## src/eirp_regs.svh

```systemverilog
// register offsets, field positions, reset values and codes of the interrupt request port
`ifndef EIRP_REGS_SVH
`define EIRP_REGS_SVH

// ==================================================================
// register byte offsets
`define EIRP_OFF_MSI_CTRL    8'h00
`define EIRP_OFF_MSI_ADDR_LO 8'h04
`define EIRP_OFF_MSI_ADDR_HI 8'h08
`define EIRP_OFF_MSI_DATA    8'h0c
`define EIRP_OFF_IRQ_STATUS  8'h10
`define EIRP_OFF_IRQ_ENABLE  8'h14
`define EIRP_OFF_IRQ_CLEAR   8'h18
`define EIRP_OFF_PORT_STATE  8'h1c

// ==================================================================
// msi control field positions
`define EIRP_CTRL_EN_BIT     0
`define EIRP_CTRL_MMC_LSB    1
`define EIRP_CTRL_MME_LSB    4
`define EIRP_CTRL_CAP64_BIT  7
`define EIRP_CTRL_MASK_BIT   8

// ==================================================================
// reset values and hardware capabilities
`define EIRP_RST_MSI_EN      1'b0
`define EIRP_RST_MME         3'h0
`define EIRP_RST_MMC         3'h0
`define EIRP_RST_ADDR        32'h0000_0000
`define EIRP_RST_DATA        16'h0000
`define EIRP_RST_IRQ_EN      4'h0
`define EIRP_HW_CAP64        1'b1
`define EIRP_HW_MASK_CAP     1'b0
`define EIRP_MME_MAX         3'h5

// ==================================================================
// interrupt status bits and bus answers
`define EIRP_IRQ_MSI_SENT    0
`define EIRP_IRQ_INTX_SENT   1
`define EIRP_IRQ_MSI_REFUSED 2
`define EIRP_IRQ_PM_SENT     3
`define EIRP_RESP_OKAY       2'b00
`define EIRP_RESP_SLVERR     2'b10

`endif

```

## src/eirp_pkg.sv

```systemverilog
// types shared by the interrupt request port modules
package eirp_pkg;

  // ==================================================================
  // request sequencer states
  typedef enum logic [2:0] {
    ST_IDLE  = 3'b001,
    ST_OFFER = 3'b010,
    ST_WAIT  = 3'b100
  } eirp_state_e;

  // ==================================================================
  // outbound packet kinds
  typedef enum logic [1:0] {
    MSG_MSI        = 2'h0,
    MSG_ASSERT_A   = 2'h1,
    MSG_DEASSERT_A = 2'h2,
    MSG_PM_MSI     = 2'h3
  } eirp_kind_e;

  // posted write or message packet handed to the transmit path
  typedef struct packed {
    eirp_kind_e  kind;
    logic [2:0]  tc;
    logic        addr64;
    logic [63:0] addr;
    logic [31:0] data;
  } eirp_msg_s;

  // transmit slot state
  typedef struct packed {
    logic      full;
    logic      sent;
    eirp_msg_s msg;
  } eirp_tx_s;

endpackage : eirp_pkg

```

## src/eirp_sticky.sv

```systemverilog
// sticky event bits with enable gating onto one level interrupt
`timescale 1ns/1ps
`default_nettype none

module eirp_sticky #(
  parameter int W = 4
) (
  // clock and reset
  input  wire logic         ref_clk,
  input  wire logic         reset,
  // events and software control
  input  wire logic [W-1:0] set_evt,
  input  wire logic [W-1:0] clr_req,
  input  wire logic [W-1:0] enable,
  // state
  output logic      [W-1:0] status,
  output logic              irq
);

  typedef struct packed {
    logic [W-1:0] status;
  } eirp_stk_s;

  eirp_stk_s st_reg;
  eirp_stk_s st_next;

  // a set arriving with its clear wins, so no event is lost
  always_comb begin
    st_next        = st_reg;
    st_next.status = (st_reg.status & ~clr_req) | set_evt;
  end

  always_ff @(posedge ref_clk or posedge reset) begin
    if (reset) begin
      st_reg <= '0;
    end else begin
      st_reg <= st_next;
    end
  end

  assign status = st_reg.status;
  assign irq    = |(st_reg.status & enable);

endmodule : eirp_sticky

`default_nettype wire

```

## src/eirp_tx_slot.sv

```systemverilog
// one-entry output slot; a packet counts as transmitted when the link takes it
`timescale 1ns/1ps
`default_nettype none

module eirp_tx_slot (
  // clock and reset
  input  wire logic               ref_clk,
  input  wire logic               reset,
  // from the sequencer
  input  wire logic               in_valid,
  input  wire eirp_pkg::eirp_msg_s in_msg,
  output logic                    in_ready,
  // toward the link
  output logic                    tx_valid,
  input  wire logic               tx_ready,
  output eirp_pkg::eirp_msg_s     tx_msg,
  // one-cycle pulse after the link took the packet
  output logic                    sent
);

  eirp_pkg::eirp_tx_s st_reg;
  eirp_pkg::eirp_tx_s st_next;

  always_comb begin
    st_next      = st_reg;
    st_next.sent = 1'b0;
    if (st_reg.full && tx_ready) begin
      st_next.full = 1'b0;
      st_next.sent = 1'b1;
    end
    if (in_valid && !st_reg.full) begin
      st_next.full = 1'b1;
      st_next.msg  = in_msg;
    end
  end

  always_ff @(posedge ref_clk or posedge reset) begin
    if (reset) begin
      st_reg <= '0;
    end else begin
      st_reg <= st_next;
    end
  end

  assign in_ready = !st_reg.full;
  assign tx_valid = st_reg.full;
  assign tx_msg   = st_reg.msg;
  assign sent     = st_reg.sent;

endmodule : eirp_tx_slot

`default_nettype wire

```

## src/eirp_irq_port.sv

```systemverilog
// endpoint interrupt request port: msi and legacy requests, msi control mirror, axi4-lite regs
`timescale 1ns/1ps
`default_nettype none
`include "eirp_regs.svh"

module eirp_irq_port (
  // clock and reset
  input  wire logic                ref_clk,
  input  wire logic                reset,
  // application msi request
  input  wire logic                msi_req,
  input  wire logic [2:0]          msi_traffic_class,
  input  wire logic [4:0]          msi_vector_offset,
  output logic                     msi_grant,
  // power management and hot-plug msi
  input  wire logic                pm_msi_event,
  input  wire logic [4:0]          pm_vector_offset,
  // legacy interrupt level and its acknowledge
  input  wire logic                legacy_int_level,
  output logic                     legacy_int_done,
  // msi control and status mirror
  output logic [15:0]              msi_ctrl_mirror,
  // outbound packets
  output logic                     tx_valid,
  input  wire logic                tx_ready,
  output eirp_pkg::eirp_msg_s      tx_msg,
  // interrupt to the local processor
  output logic                     irq,
  // axi4-lite slave
  input  wire logic [7:0]          s_axi_awaddr,
  input  wire logic                s_axi_awvalid,
  output logic                     s_axi_awready,
  input  wire logic [31:0]         s_axi_wdata,
  input  wire logic [3:0]          s_axi_wstrb,
  input  wire logic                s_axi_wvalid,
  output logic                     s_axi_wready,
  output logic [1:0]               s_axi_bresp,
  output logic                     s_axi_bvalid,
  input  wire logic                s_axi_bready,
  input  wire logic [7:0]          s_axi_araddr,
  input  wire logic                s_axi_arvalid,
  output logic                     s_axi_arready,
  output logic [31:0]              s_axi_rdata,
  output logic [1:0]               s_axi_rresp,
  output logic                     s_axi_rvalid,
  input  wire logic                s_axi_rready
);

  // ==================================================================
  // state
  typedef struct packed {
    eirp_pkg::eirp_state_e state;
    eirp_pkg::eirp_kind_e  kind;
    eirp_pkg::eirp_msg_s   pend;
    logic                  sent_level;
    logic                  msi_armed;
    logic                  pm_pending;
    logic                  grant;
    logic                  done;
    logic                  refused;
    logic                  msi_en;
    logic [2:0]            mme;
    logic [2:0]            mmc;
    logic [31:0]           addr_lo;
    logic [31:0]           addr_hi;
    logic [15:0]           msg_data;
    logic [3:0]            irq_en;
    logic [3:0]            irq_clr;
    logic [7:0]            aw_addr;
    logic                  aw_have;
    logic [31:0]           w_data;
    logic [3:0]            w_strb;
    logic                  w_have;
    logic                  bvalid;
    logic [1:0]            bresp;
    logic                  rvalid;
    logic [31:0]           rdata;
    logic [1:0]            rresp;
  } eirp_top_s;

  eirp_top_s st_reg;
  eirp_top_s st_next;

  // ==================================================================
  // helpers
  logic                slot_ready;
  logic                slot_sent;
  logic [3:0]          irq_status;
  logic [3:0]          irq_events;
  logic [15:0]         ctrl_word;

  // byte-lane merge of a write onto the old register value
  function automatic logic [31:0] eirp_merge(input logic [31:0] old_val,
                                             input logic [31:0] wdata,
                                             input logic [3:0]  wstrb);
    logic [31:0] lanes;
    lanes = {{8{wstrb[3]}}, {8{wstrb[2]}}, {8{wstrb[1]}}, {8{wstrb[0]}}};
    return (old_val & ~lanes) | (wdata & lanes);
  endfunction : eirp_merge

  // offsets beyond the allocated vectors are folded, so the data stays in range
  function automatic logic [4:0] eirp_vec_mask(input logic [2:0] mme);
    return 5'((6'h01 << mme) - 6'h01);
  endfunction : eirp_vec_mask

  // build an msi write from the msi settings
  function automatic eirp_pkg::eirp_msg_s eirp_build_msi(input eirp_top_s s,
                                                         input eirp_pkg::eirp_kind_e k,
                                                         input logic [2:0] tc,
                                                         input logic [4:0] off);
    eirp_pkg::eirp_msg_s m;
    m.kind   = k;
    m.tc     = tc;
    m.addr64 = `EIRP_HW_CAP64 && (s.addr_hi != 32'h0000_0000);
    m.addr   = {(`EIRP_HW_CAP64 ? s.addr_hi : 32'h0000_0000), s.addr_lo};
    m.data   = {16'h0000, s.msg_data + {11'h000, off & eirp_vec_mask(s.mme)}};
    return m;
  endfunction : eirp_build_msi

  // ==================================================================
  // msi control word
  always_comb begin
    ctrl_word                               = 16'h0000;
    ctrl_word[`EIRP_CTRL_MASK_BIT]          = `EIRP_HW_MASK_CAP;
    ctrl_word[`EIRP_CTRL_CAP64_BIT]         = `EIRP_HW_CAP64;
    ctrl_word[`EIRP_CTRL_MME_LSB +: 3]      = st_reg.mme;
    ctrl_word[`EIRP_CTRL_MMC_LSB +: 3]      = st_reg.mmc;
    ctrl_word[`EIRP_CTRL_EN_BIT]            = st_reg.msi_en;
  end

  // ==================================================================
  // next state
  always_comb begin
    logic [31:0] wval;
    logic [31:0] rval;
    logic        rok;
    logic        wok;
    logic        want_intx;
    wval      = 32'h0000_0000;
    rval      = 32'h0000_0000;
    rok       = 1'b1;
    wok       = 1'b1;
    want_intx = legacy_int_level != st_reg.sent_level;
    st_next           = st_reg;
    st_next.grant     = 1'b0;
    st_next.done      = 1'b0;
    st_next.refused   = 1'b0;
    st_next.irq_clr   = 4'h0;

    // request is re-armed only once the application has dropped it
    if (!msi_req) begin
      st_next.msi_armed = 1'b1;
    end
    if (pm_msi_event) begin
      st_next.pm_pending = 1'b1;
    end
    unique case (st_reg.state)
      eirp_pkg::ST_IDLE: begin
        if (want_intx) begin
          st_next.kind  = legacy_int_level ? eirp_pkg::MSG_ASSERT_A
                                           : eirp_pkg::MSG_DEASSERT_A;
          st_next.pend      = '0;
          st_next.pend.kind = st_next.kind;
          st_next.sent_level = legacy_int_level;
          st_next.state = eirp_pkg::ST_OFFER;
        end else if (msi_req && st_reg.msi_armed) begin
          st_next.msi_armed = 1'b0;
          if (st_reg.msi_en) begin
            st_next.kind  = eirp_pkg::MSG_MSI;
            st_next.pend  = eirp_build_msi(st_reg, eirp_pkg::MSG_MSI,
                                           msi_traffic_class, msi_vector_offset);
            st_next.state = eirp_pkg::ST_OFFER;
          end else begin
            // disabled: grant so the application is not stuck, send nothing
            st_next.grant   = 1'b1;
            st_next.refused = 1'b1;
          end
        end else if (st_reg.pm_pending && st_reg.msi_en) begin
          st_next.pm_pending = pm_msi_event;
          st_next.kind  = eirp_pkg::MSG_PM_MSI;
          st_next.pend  = eirp_build_msi(st_reg, eirp_pkg::MSG_PM_MSI,
                                         3'h0, pm_vector_offset);
          st_next.state = eirp_pkg::ST_OFFER;
        end
      end
      eirp_pkg::ST_OFFER: begin
        if (slot_ready) begin
          st_next.state = eirp_pkg::ST_WAIT;
        end
      end
      eirp_pkg::ST_WAIT: begin
        if (slot_sent) begin
          st_next.state = eirp_pkg::ST_IDLE;
          if (st_reg.kind == eirp_pkg::MSG_MSI) begin
            st_next.grant = 1'b1;
          end
          if (st_reg.kind inside {eirp_pkg::MSG_ASSERT_A, eirp_pkg::MSG_DEASSERT_A}) begin
            st_next.done = 1'b1;
          end
        end
      end
      default: begin
        st_next.state = eirp_pkg::ST_IDLE;
      end
    endcase
    if (s_axi_awvalid && !st_reg.aw_have) begin
      st_next.aw_have = 1'b1;
      st_next.aw_addr = s_axi_awaddr;
    end
    if (s_axi_wvalid && !st_reg.w_have) begin
      st_next.w_have = 1'b1;
      st_next.w_data = s_axi_wdata;
      st_next.w_strb = s_axi_wstrb;
    end
    if (st_reg.aw_have && st_reg.w_have && !st_reg.bvalid) begin
      st_next.aw_have = 1'b0;
      st_next.w_have  = 1'b0;
      st_next.bvalid  = 1'b1;
      unique case (st_reg.aw_addr)
        `EIRP_OFF_MSI_CTRL: begin
          wval = eirp_merge({16'h0000, ctrl_word}, st_reg.w_data, st_reg.w_strb);
          st_next.msi_en = wval[`EIRP_CTRL_EN_BIT];
          st_next.mmc    = wval[`EIRP_CTRL_MMC_LSB +: 3];
          // reserved allocation codes are ignored, the old count stays
          if (wval[`EIRP_CTRL_MME_LSB +: 3] <= `EIRP_MME_MAX) begin
            st_next.mme = wval[`EIRP_CTRL_MME_LSB +: 3];
          end
        end
        `EIRP_OFF_MSI_ADDR_LO: begin
          wval = eirp_merge(st_reg.addr_lo, st_reg.w_data, st_reg.w_strb);
          st_next.addr_lo = {wval[31:2], 2'b00};
        end
        `EIRP_OFF_MSI_ADDR_HI: begin
          st_next.addr_hi = eirp_merge(st_reg.addr_hi, st_reg.w_data, st_reg.w_strb);
        end
        `EIRP_OFF_MSI_DATA: begin
          wval = eirp_merge({16'h0000, st_reg.msg_data}, st_reg.w_data, st_reg.w_strb);
          st_next.msg_data = wval[15:0];
        end
        `EIRP_OFF_IRQ_ENABLE: begin
          wval = eirp_merge({28'h0000000, st_reg.irq_en}, st_reg.w_data, st_reg.w_strb);
          st_next.irq_en = wval[3:0];
        end
        `EIRP_OFF_IRQ_CLEAR: begin
          st_next.irq_clr = st_reg.w_strb[0] ? st_reg.w_data[3:0] : 4'h0;
        end
        `EIRP_OFF_IRQ_STATUS, `EIRP_OFF_PORT_STATE: begin
          wok = 1'b1;
        end
        default: begin
          wok = 1'b0;
        end
      endcase
      st_next.bresp = wok ? `EIRP_RESP_OKAY : `EIRP_RESP_SLVERR;
    end
    if (st_reg.bvalid && s_axi_bready) begin
      st_next.bvalid = 1'b0;
    end
    if (s_axi_arvalid && !st_reg.rvalid) begin
      unique case (s_axi_araddr)
        `EIRP_OFF_MSI_CTRL:    rval = {16'h0000, ctrl_word};
        `EIRP_OFF_MSI_ADDR_LO: rval = st_reg.addr_lo;
        `EIRP_OFF_MSI_ADDR_HI: rval = st_reg.addr_hi;
        `EIRP_OFF_MSI_DATA:    rval = {16'h0000, st_reg.msg_data};
        `EIRP_OFF_IRQ_STATUS:  rval = {28'h0000000, irq_status};
        `EIRP_OFF_IRQ_ENABLE:  rval = {28'h0000000, st_reg.irq_en};
        `EIRP_OFF_IRQ_CLEAR:   rval = 32'h0000_0000;
        `EIRP_OFF_PORT_STATE:  rval = {26'h0000000, st_reg.msi_armed, st_reg.pm_pending,
                                       st_reg.sent_level, st_reg.state};
        default: begin
          rval = 32'h0000_0000;
          rok  = 1'b0;
        end
      endcase
      st_next.rvalid = 1'b1;
      st_next.rdata  = rval;
      st_next.rresp  = rok ? `EIRP_RESP_OKAY : `EIRP_RESP_SLVERR;
    end else if (st_reg.rvalid && s_axi_rready) begin
      st_next.rvalid = 1'b0;
    end
  end

  // ==================================================================
  // registers
  always_ff @(posedge ref_clk or posedge reset) begin
    if (reset) begin
      st_reg          <= '0;
      st_reg.state    <= eirp_pkg::ST_IDLE;
      st_reg.msi_en   <= `EIRP_RST_MSI_EN;
      st_reg.mme      <= `EIRP_RST_MME;
      st_reg.mmc      <= `EIRP_RST_MMC;
      st_reg.addr_lo  <= `EIRP_RST_ADDR;
      st_reg.addr_hi  <= `EIRP_RST_ADDR;
      st_reg.msg_data <= `EIRP_RST_DATA;
      st_reg.irq_en   <= `EIRP_RST_IRQ_EN;
    end else begin
      st_reg <= st_next;
    end
  end

  // ==================================================================
  // transmit slot and event bits
  eirp_tx_slot u_slot (
    .ref_clk  (ref_clk),
    .reset    (reset),
    .in_valid (st_reg.state == eirp_pkg::ST_OFFER),
    .in_msg   (st_reg.pend),
    .in_ready (slot_ready),
    .tx_valid (tx_valid),
    .tx_ready (tx_ready),
    .tx_msg   (tx_msg),
    .sent     (slot_sent)
  );

  always_comb begin
    irq_events = 4'h0;
    irq_events[`EIRP_IRQ_MSI_SENT]    = st_reg.grant && !st_reg.refused;
    irq_events[`EIRP_IRQ_INTX_SENT]   = st_reg.done;
    irq_events[`EIRP_IRQ_MSI_REFUSED] = st_reg.refused;
    irq_events[`EIRP_IRQ_PM_SENT]     = slot_sent && st_reg.kind == eirp_pkg::MSG_PM_MSI;
  end

  eirp_sticky #(
    .W (4)
  ) u_sticky (
    .ref_clk (ref_clk),
    .reset   (reset),
    .set_evt (irq_events),
    .clr_req (st_reg.irq_clr),
    .enable  (st_reg.irq_en),
    .status  (irq_status),
    .irq     (irq)
  );

  // ==================================================================
  // outputs
  assign msi_grant       = st_reg.grant;
  assign legacy_int_done = st_reg.done;
  assign msi_ctrl_mirror = ctrl_word;
  assign s_axi_awready   = !st_reg.aw_have;
  assign s_axi_wready    = !st_reg.w_have;
  assign s_axi_bvalid    = st_reg.bvalid;
  assign s_axi_bresp     = st_reg.bresp;
  assign s_axi_arready   = !st_reg.rvalid;
  assign s_axi_rvalid    = st_reg.rvalid;
  assign s_axi_rdata     = st_reg.rdata;
  assign s_axi_rresp     = st_reg.rresp;

endmodule : eirp_irq_port

`default_nettype wire

```

## config.mk

```make
export PLATFORM = sky130hd
export DESIGN_NAME = eirp_irq_port
export DESIGN_NICKNAME = d
export VERILOG_FILES = /design/src/eirp_pkg.sv /design/src/eirp_sticky.sv /design/src/eirp_tx_slot.sv /design/src/eirp_irq_port.sv
export VERILOG_INCLUDE_DIRS = /design/src
export SDC_FILE = /design/constraint.sdc
export NUM_CORES = 1
export LEC_CHECK = 0
export BUFFER_PORTS_ARGS = -buffer_cell sky130_fd_sc_hd__clkbuf_2
export CAP_MARGIN = 0
export CORE_ASPECT_RATIO = 1.4
export CORE_MARGIN = 10
export CORE_UTILIZATION = 55
export DETAILED_ROUTE_END_ITERATION = 8
export HOLD_SLACK_MARGIN = 0.05
export PLACE_DENSITY = 0.77
export SYNTH_ARGS = -nofsm -noshare
export SYNTH_HDL_FRONTEND = slang
export SYNTH_HIERARCHICAL = 1
export SYNTH_SLANG_ARGS = --single-unit
```

## constraint.sdc

```tcl
create_clock -name ref_clk -period 11.5 [get_ports ref_clk]
set_input_delay 1.15 -clock ref_clk [delete_from_list [all_inputs] [get_ports ref_clk]]
set_output_delay 1.15 -clock ref_clk [all_outputs]
set_load 0.1 [all_outputs]
```

Yosys cells after proc, flatten, opt, wreduce, memory -nomap -nowiden
Index checks and enable logic that the tools add are counted.
- reductions and logical operators: 42
- order comparisons: 1
- equality and inequality tests: 26
- bitwise logic cells: 18
- shift operators: 1
- multiplexer cells: 43
- $add $sub $neg: 3
- operators by type and width (operator ; number):
    two-way mux 107 bit ; 4
    one-hot mux 32 bit (7 select lines) ; 1
    AND 32 bit ; 3
    equality test 8 x 5 -> 1 bit, second input constant ; 8
    bitwise OR 32 bit ; 2
    adder 16 x 5 -> 16 bit ; 2
    equality test 8 x 4 -> 1 bit, second input constant ; 4
    NOT 32 bit ; 1
    nonzero test 32 bit ; 1
    two-way mux 1 bit ; 23
    AND 16 bit ; 1
    equality test 8 x 3 -> 1 bit, second input constant ; 2
    logical NOT 8 bit ; 2
    two-way mux 4 bit ; 4
    bitwise OR 16 bit ; 1
    OR reduction 8 bit ; 2
    logical AND 1 bit ; 13
    AND 4 bit ; 3
    two-way mux 2 bit ; 6
    AND reduction 2 bit ; 6
    nonzero test 2 bit ; 6
    AND 5 bit ; 2
    two-way mux 3 bit ; 3
    one-hot mux 3 bit (3 select lines) ; 1
    other kinds (24) ; 33
- output and inout bits: 163
- logic and storage cells: 173
- register bits: 398
- input port bits: 76

Logic depth before layout (Yosys ltp)
Gate-level depths: netlist (run 1).
- word-level depth: 8
- gate-level depth with buffers: 14
- gate-level depth less buffers: 13

Cells and area by module
The synthesis (run 1) kept the hierarchy.
- by module, submodules not included (module ; area each (µm²) ; times used ; cells an instance ; seq. area each (µm²)):
    eirp_irq_port ; 11664.9 ; 1 ; 928 ; 6707.7
    eirp_tx_slot ; 4276.6 ; 1 ; 223 ; 2602.5
    eirp_sticky ; 168.9 ; 1 ; 16 ; 100.1

Worst setup path after synthesis (run 1)
No wires, ideal clock.
- path kind: input port to flip-flop
- from: input port msi_req
- to: register st_reg[193] in the netlist's numbering
- slack: 8416 ps
- cell stages on the path: 11
- arrival: 2963 ps
- data required time: 11379 ps
- path through: nand2_1 > nand2_1 > a21boi_0 > ha_1 > inv_1 > fa_1 > nor2b_1 > o2111ai_1 > a21boi_0 > xor2_1 > a22o_1
- cells in the longest elaborated chain, start to end: 3
- RTL lines (element ; line ; RTL):
    start, declared ; eirp_irq_port.sv:11 ; input wire logic msi_req,
    logical AND 1 bit (*) ; eirp_irq_port.sv:166 ; end else if (msi_req && st_reg.msi_armed) begin
    inequality test 3 bit (no source line), or another cell as far along ; - ;
    AND reduction 3 bit (no source line) or two-way mux 107 bit (tied branches) ; - ;
    end signal, assigned ; eirp_irq_port.sv:297 ; st_reg <= st_next;
    end, declared ; eirp_irq_port.sv:81 ; eirp_top_s st_reg;
Mark *: on every way between the ends. The rest lies on a longest branch, timed or not.
A chain may end at the register's enable or synchronous reset.

Worst setup path in the final report (run 1)
- from: register st_reg, in the netlist msi_ctrl_mirror[6]
- to: register st_reg[193] in the netlist's numbering
- cells in the longest elaborated chain, start to end: 7
- RTL lines (element ; line ; RTL):
    << shifter 1 x 3 -> 5 bit (*) ; eirp_irq_port.sv:103 ; return 5'((6'h01 << mme) - 6'h01);
    subtractor 5 x 1 -> 5 bit (*) ; eirp_irq_port.sv:103 ;
    AND 5 bit ; eirp_irq_port.sv:116 ; m.data = {16'h0000, s.msg_data + {11'h000, off & eirp_vec_mask(s.mme)}};
    adder 16 x 5 -> 16 bit ; eirp_irq_port.sv:116 ;
    two-way mux 107 bit (on tied branches) ; eirp_irq_port.sv:178, eirp_irq_port.sv:168 ;
    two-way mux 107 bit (*) ; eirp_irq_port.sv:166 ;
    two-way mux 107 bit (*) ; eirp_irq_port.sv:159 ; if (want_intx) begin
Mark *: on every way between the ends. The rest lies on a longest branch, timed or not. The select of a mux whose other input is x is not followed.

==> results of run 1 <==
==> stage by stage <==
stage	instance area, µm²	setup slack, ps	hold slack (ps)
after floorplan	16200	2970	428
after global placement	17200	8010	453
after detailed placement	17200	8010	448
after CTS	18400	8180	475
after global routing	18400	7960	495
final	18400	8180	466
==> cell families (layout without fill, tap and decap cells) <==
| family | Yosys count | after routing | share of synthesized area (%) |
|---|---|---|---|
| buf+inv | 134 | 328 | 5.29 |
| other cells | 2 | 29 | 0.0466 |
| fa+ha+maj | 9 | 9 | 0.746 |
| mux | 259 | 259 | 20.1 |
| flops | 376 | 376 | 58.4 |
| simple gates | 182 | 182 | 5.86 |
| compound gates | 190 | 190 | 8.78 |
| xor+xnor | 15 | 15 | 0.815 |
==> layer usage <==
metal | vias to the layer above | global-route usage, % | share of wire, % | wire [µm]
met3 | 61 | 5.01 | 6.4 | 2530
met5 | - | 0 | 0 | 0
li1 | 4485 | - | - | -
met4 | 0 | 7.13 | 3.0 | 1170
met2 | 306 | 36.6 | 52 | 20300
met1 | 5209 | 26.0 | 39 | 15400
==> where the power goes <==
group	internal, mW	total (mW)	switching, mW
Sequential	1.52	1.72	0.199
Clock	0.744	1.24	0.498
Combinational	0.319	1.11	0.791
==> final cells by class <==
class / count / area [µm²]
Clock buffer: 50 / 1030
Clock inverter: 14 / 204
Fill cell: 2231 / 10600
Inverter: 26 / 108
Multi-Input combinational cell: 684 / 5980
Sequential cell: 376 / 9410
Tap cell: 380 / 475
Timing Repair Buffer: 238 / 1220
==> final timing paths <==
check | from | end | slack (ps) | cells after the start
worst max-delay path | msi_ctrl_mirror[6] | st_reg[193] | 8180 | 12
worst min-delay path | legacy_int_done | u_sticky/status[1] | 470 | 1
worst max register to register | msi_ctrl_mirror[6] | st_reg[193] | 8180 | 12
worst min register to register | legacy_int_done | u_sticky/status[1] | 470 | 1
max in group asynchronous | reset | st_reg[283] | 9100 | 3
min in group asynchronous | reset | u_sticky/status[1] | 610 | 2
==> cells in the mapped netlist (3+ instances only) <==
library cell  instances  area share [%]
or2_2                 3            0.12
a21oi_1              13            0.40
a22oi_1              21            0.98
nor2_1               26            0.61
buf_2                 6            0.19
dfrtp_1             375              58
clkbuf_1             34            0.79
inv_1                26            0.61
nor3_1                6            0.19
mux2_4               80             7.5
a21o_1                4            0.19
mux4_2                3            0.42
a22o_1               75             4.1
nor3b_1               3            0.14
mux2i_1              16            0.99
buf_1                 7            0.16
buf_4                52             2.4
buf_12                9             1.1
a21boi_0              3            0.14
nand4_1               5            0.19
mux2_2              159              11
nand3_1               8            0.25
o221ai_1              8            0.43
nand2_1              70             1.6
nor2b_1              13            0.50
o31ai_1               7            0.33
and2_1                8            0.31
o21a_1                5            0.23
nand3b_1              4            0.19
nor4_1               11            0.43
xnor2_1               3            0.16
ha_1                  8            0.62
nand2_2               8            0.31
xor2_1               12            0.65
o21ai_0              39             1.2
==> reports/metrics.yaml, run 1 <==
critical_path:
  crit_path_cell_trace: "or3_1 > ha_1 > nor2_1 > mux2i_1 > o21a_1 > a21oi_1 > ha_1 > and2_0 > o21ai_0 > a21boi_0 > xor2_1 > a22o_1"
  required_ps: 11910
  crit_slowest_cell: "dfrtp_1"
  crit_top_cell: "ha_1"
  worstSetupEndpointType: "flip-flop"
  slowest_delay_ps: 500
  arrival_ps: 3740
  cp.buffers_inverters: 0
  crit_type: "reg -> reg"
  cp-start-kind: "flip-flop"
  cp_top_family: "compound AO/OA/AOI/OAI gates"
  worstPathMaxFanout: 9
synth:
  syn_avg_cell_area_um2: 13.8
  syn-cell-area_um2: 16100
  async_reset_ff_share_pct: 100
  synth_cell_types: 63
  synth_ff_type: "dfrtp_1"
  yosysWarnings: 6
  ys_ff_latch: 376
  synthCells: 1167
  ys_seq_area_share_pct: 58.4
  synth_edf_count: 0
placed_design:
  hpwl_mm: 27.5
  place_congestion: 0.894
  numPortBuffers: 227
  placed_cells: 1704
cts:
  htree_levels: 2
  cts-hold-fix-buffers: 0
  clk_pin_slew_ps: 70
  insertion_delay_ps: 520
  clk_path_buf_depth: 3
  tritoncts: "done"
  postCtsSetupBuffers: 0
  cts_resized: 0
  cts_buffers: 36
  cts_num_sinks: 376
  cts_root_buf: "clkbuf_16"
sta:
  clock_skew_ps: 9.54
  fin_tns_setup_ps: 0
  worst_pin_slew_ps: 1200
  rsz0062_at_grt: "no"
  relSlewSlack_pct: 19.7
  drv_slew: 0
  period_minus_slack_ps: 3320
  fmaxAchievable_mhz: 301
  finalCritPeriodShare_pct: 28.9
  finalHoldViolations: 0
  setup_viol: 0
floorplanning:
  num_io_pins: 239
  die_w_um: 165
  rows: 74
  initial_core_util_pct: 55.4
  die-height_um: 223
  core_area_um2: 29100
  die-area_um2: 36600
worst_hold_path:
  hold_path.class: "reg -> reg"
power:
  fin_total_pwr_mw: 4.07
  p_leak_nw: 9.24
  power_density_nw_per_um2: 221
  ir_worst_vdd_mv: 0.150
route:
  drc: 0
  ant_nets: 0
  viasPerCell: 5.69
  drtPass1Iterations: 5
  dr.first_iter.drc_count: 620
  wl_per_cell_um: 22.3
  drt_wl_total_mm: 39.4
  num_vias: 10100
finish:
  fin_cells: 1768
  layout_common_cells: "dfrtp_1, clkbuf_2, mux2_2"
  drive_gt1_share_pct: 40.3
  final_common_cell: "dfrtp_1"
  antenna_cells: 0
  final_core_util_pct: 63.4
  final_net_count: 1447
  area_growth_pct: 14.4
job:
  cap_violations: 0
outcome:
  status: "finished clean"
grt:
  grt_max_degree: 112
  grt.total_usage_pct: 21.5
  grt_pass1_wl_mm: 62.0
  gr-total-overflow: 0
  grt_pass1_vias: 10700
  antenna_found_initial: 0
(Power assumes the default switching activity.)
==> run 2: changes to the inputs <==
Settings changed: CORE_UTILIZATION 55 to 52.
Clock period 11.5 ns to 2.7 ns, I/O delays scaled along.
==> reports/metrics.yaml, run 2 (synthesis results as in run 1) <==
critical_path:
  startpoint: "msi_ctrl_mirror[5]"
  arrival_ps: 3070  # -670 ps
  cp-start-kind: "flip-flop"
  worstPathMaxFanout: 4  # -5
  worstSetupEndpointType: "flip-flop"
  reg2reg_slack_ps: 50  # -8130 ps
  crit_type: "reg -> reg"
  endpoint: "st_reg[195]"
  r2r_end: "st_reg[195]"
  reg2reg_depth: 10  # -2
  reg2reg_from: "msi_ctrl_mirror[5]"
  required_ps: 3120  # -8790 ps
cts:
  cts_num_sinks: 376  # unchanged
  tritoncts: "done"
  clk_path_buf_depth: 3  # unchanged
  htree_levels: 2  # unchanged
  cts_root_buf: "clkbuf_16"
  cts_buffers: 36  # unchanged
  insertion_delay_ps: 530  # about the same
  clk_pin_slew_ps: 60  # about the same
sta:
  relSlewSlack_pct: 53.7  # +34 points
  finalHoldViolations: 0  # unchanged
  fmaxAchievable_mhz: 377  # +25%
  period_minus_slack_ps: 2650  # -671 ps
  drv_slew: 0  # unchanged
  worst_pin_slew_ps: 693  # -511 ps
  clock_skew_ps: 16.7  # +7.18 ps
  rsz0062_at_grt: "yes"
  fin_tns_setup_ps: 0  # unchanged
  setup_viol: 0  # unchanged
  finalCritPeriodShare_pct: 98.2  # +69 points
placed_design:
  place_congestion: 0.860  # -3.8%
  numPortBuffers: 227  # unchanged
  hpwl_mm: 28.5  # +3.7%
floorplanning:
  num_io_pins: 239  # unchanged
  core_area_um2: 30700  # +5.6%
  rows: 76  # +2.7%
  die-area_um2: 38500  # +5.2%
  die-height_um: 228  # +2.6%
  initial_core_util_pct: 52.5  # -3.0 points
  die_w_um: 169  # +2.5%
finish:
  antenna_cells: 0  # unchanged
  layout_common_cells: "dfrtp_1, clkbuf_2, mux2_2"
  final_common_cell: "dfrtp_1"
  area_growth_pct: 20.7
  final_net_count: 1529  # +5.7%
  drive_gt1_share_pct: 41.8  # +1.5 points
outcome:
  status: "finished clean"
route:
  viasPerCell: 5.61  # -1.5%
  num_vias: 10400  # +3.6%
  drt_wl_total_mm: 41.3  # +4.8%
  ant_nets: 0  # unchanged
  drtPass1Iterations: 7  # +2
  dr.first_iter.drc_count: 655  # +5.6%
  wl_per_cell_um: 22.2  # -0.30%
  drc: 0  # unchanged
power:
  combPwrFrac_pct: 28.4  # +1.1 points
  fin_total_pwr_mw: 17.6  # +330%
  power_frac_clock_pct: 29.8  # -0.7 points
  power_density_nw_per_um2: 903  # +310%
  ir_worst_vdd_mv: 0.546  # +260%
  p_leak_nw: 9.63  # +4.1%
  intPower_mw: 11.1  # +330%
  p_switching_mw: 6.42  # +330%
  pwr-share-seq_pct: 41.8  # -0.5 points
  swShare_pct: 36.6  # +0.045 points
grt:
  antenna_found_initial: 0  # unchanged
  grt_pass1_wl_mm: 64.7  # +4.2%
  grt_pass1_vias: 11300  # +5.3%
  grt.total_usage_pct: 21.0  # -0.47 points
  grt_max_degree: 105  # -6.3%
  gr-total-overflow: 0  # unchanged
worst_hold_path:
  hold_path.class: "in -> async"
job:
  cap_violations: 0  # unchanged
run 2: changes by cell type in the layout (fill, tap and decap cells not counted), sizes merged:
cell,before,now
buf,11,37
inv,27,26
clkinvlp,1,4
bufinv,5,4
clkbuf,277,279
dlygate4sd3,0,56
clkinv,7,3
run 2: stage by stage:
step | setup WS, ps | hold slack (ps) | instance area, µm² | utilization [%] | instances
2_1_floorplan | -1110 | 36.1 | 16300 | - | 1194
3_3_place_gp | 76.7 | 208 | 17500 | 57.0 | 1739
3_5_place_dp | -33.3 | 221 | 17500 | 57.0 | 1739
4_1_cts | -12.0 | 226 | 19300 | 62.9 | 1859
5_1_grt | -49.4 | 241 | 19400 | 63.3 | 1859
6_report | 48.2 | 238 | 19400 | 63.3 | 1859
run 2: critical path: stages, from the launching register on:
cell	delay (ps)
dfrtp_1	380
or3_4	400
ha_4	190
xor2_2	180
nor3_2	180
ha_2	330
nor2b_4	150
o2111ai_4	280
a21oi_2	100
xor2_1	150
a22o_1	200
run 2: worst min path at each step:
stage	endpoint
6_report	u_sticky/status[3]
3_5_place_dp	u_sticky/status[1]
3_3_place_gp	u_sticky/status[1]
4_1_cts	u_sticky/status[2]
2_1_floorplan	u_sticky/status[0]
5_1_grt	u_sticky/status[2]
run 2: what timing repair did:
action	CTS	global route
buffers inserted	1	1
hold buffers	56	0
gates resized for setup	2	29
hold endpoints to repair	173	0
pin swaps	5	19
cloned	0	0
setup endpoints to repair	4	12
run 2: power by group through the flow:
| stage | sequential, mW | clock [mW] | combinational [mW] |
|---|---|---|---|
| after floorplan | 8.53 | 0 | 2.66 |
| after global placement | 7.39 | 0 | 4.77 |
| after detailed placement | 7.43 | 0 | 4.85 |
| after CTS | 7.33 | 5.34 | 4.94 |
| after global routing | 7.46 | 5.55 | 5.28 |
| final | 7.34 | 5.22 | 4.98 |
run 2: routing by layer:
layer | wire (µm) | share of wire, % | track usage [%]
met3 | 2270 | 5.5 | 4.46
met1 | 16100 | 39 | 25.0
met5 | 0 | 0 | 0
met2 | 21500 | 52 | 36.4
met4 | 1340 | 3.3 | 7.58
run 2: final cells by class:
class                   count  area [µm²]
flip-flops and latches    376        9410
well taps                 390         488
fillers                  2282       11300
inverters                  26         105
clock buffers              52        1050
multi-input cells         684        6160
clock inverters            11         168
repair buffers            320        2070
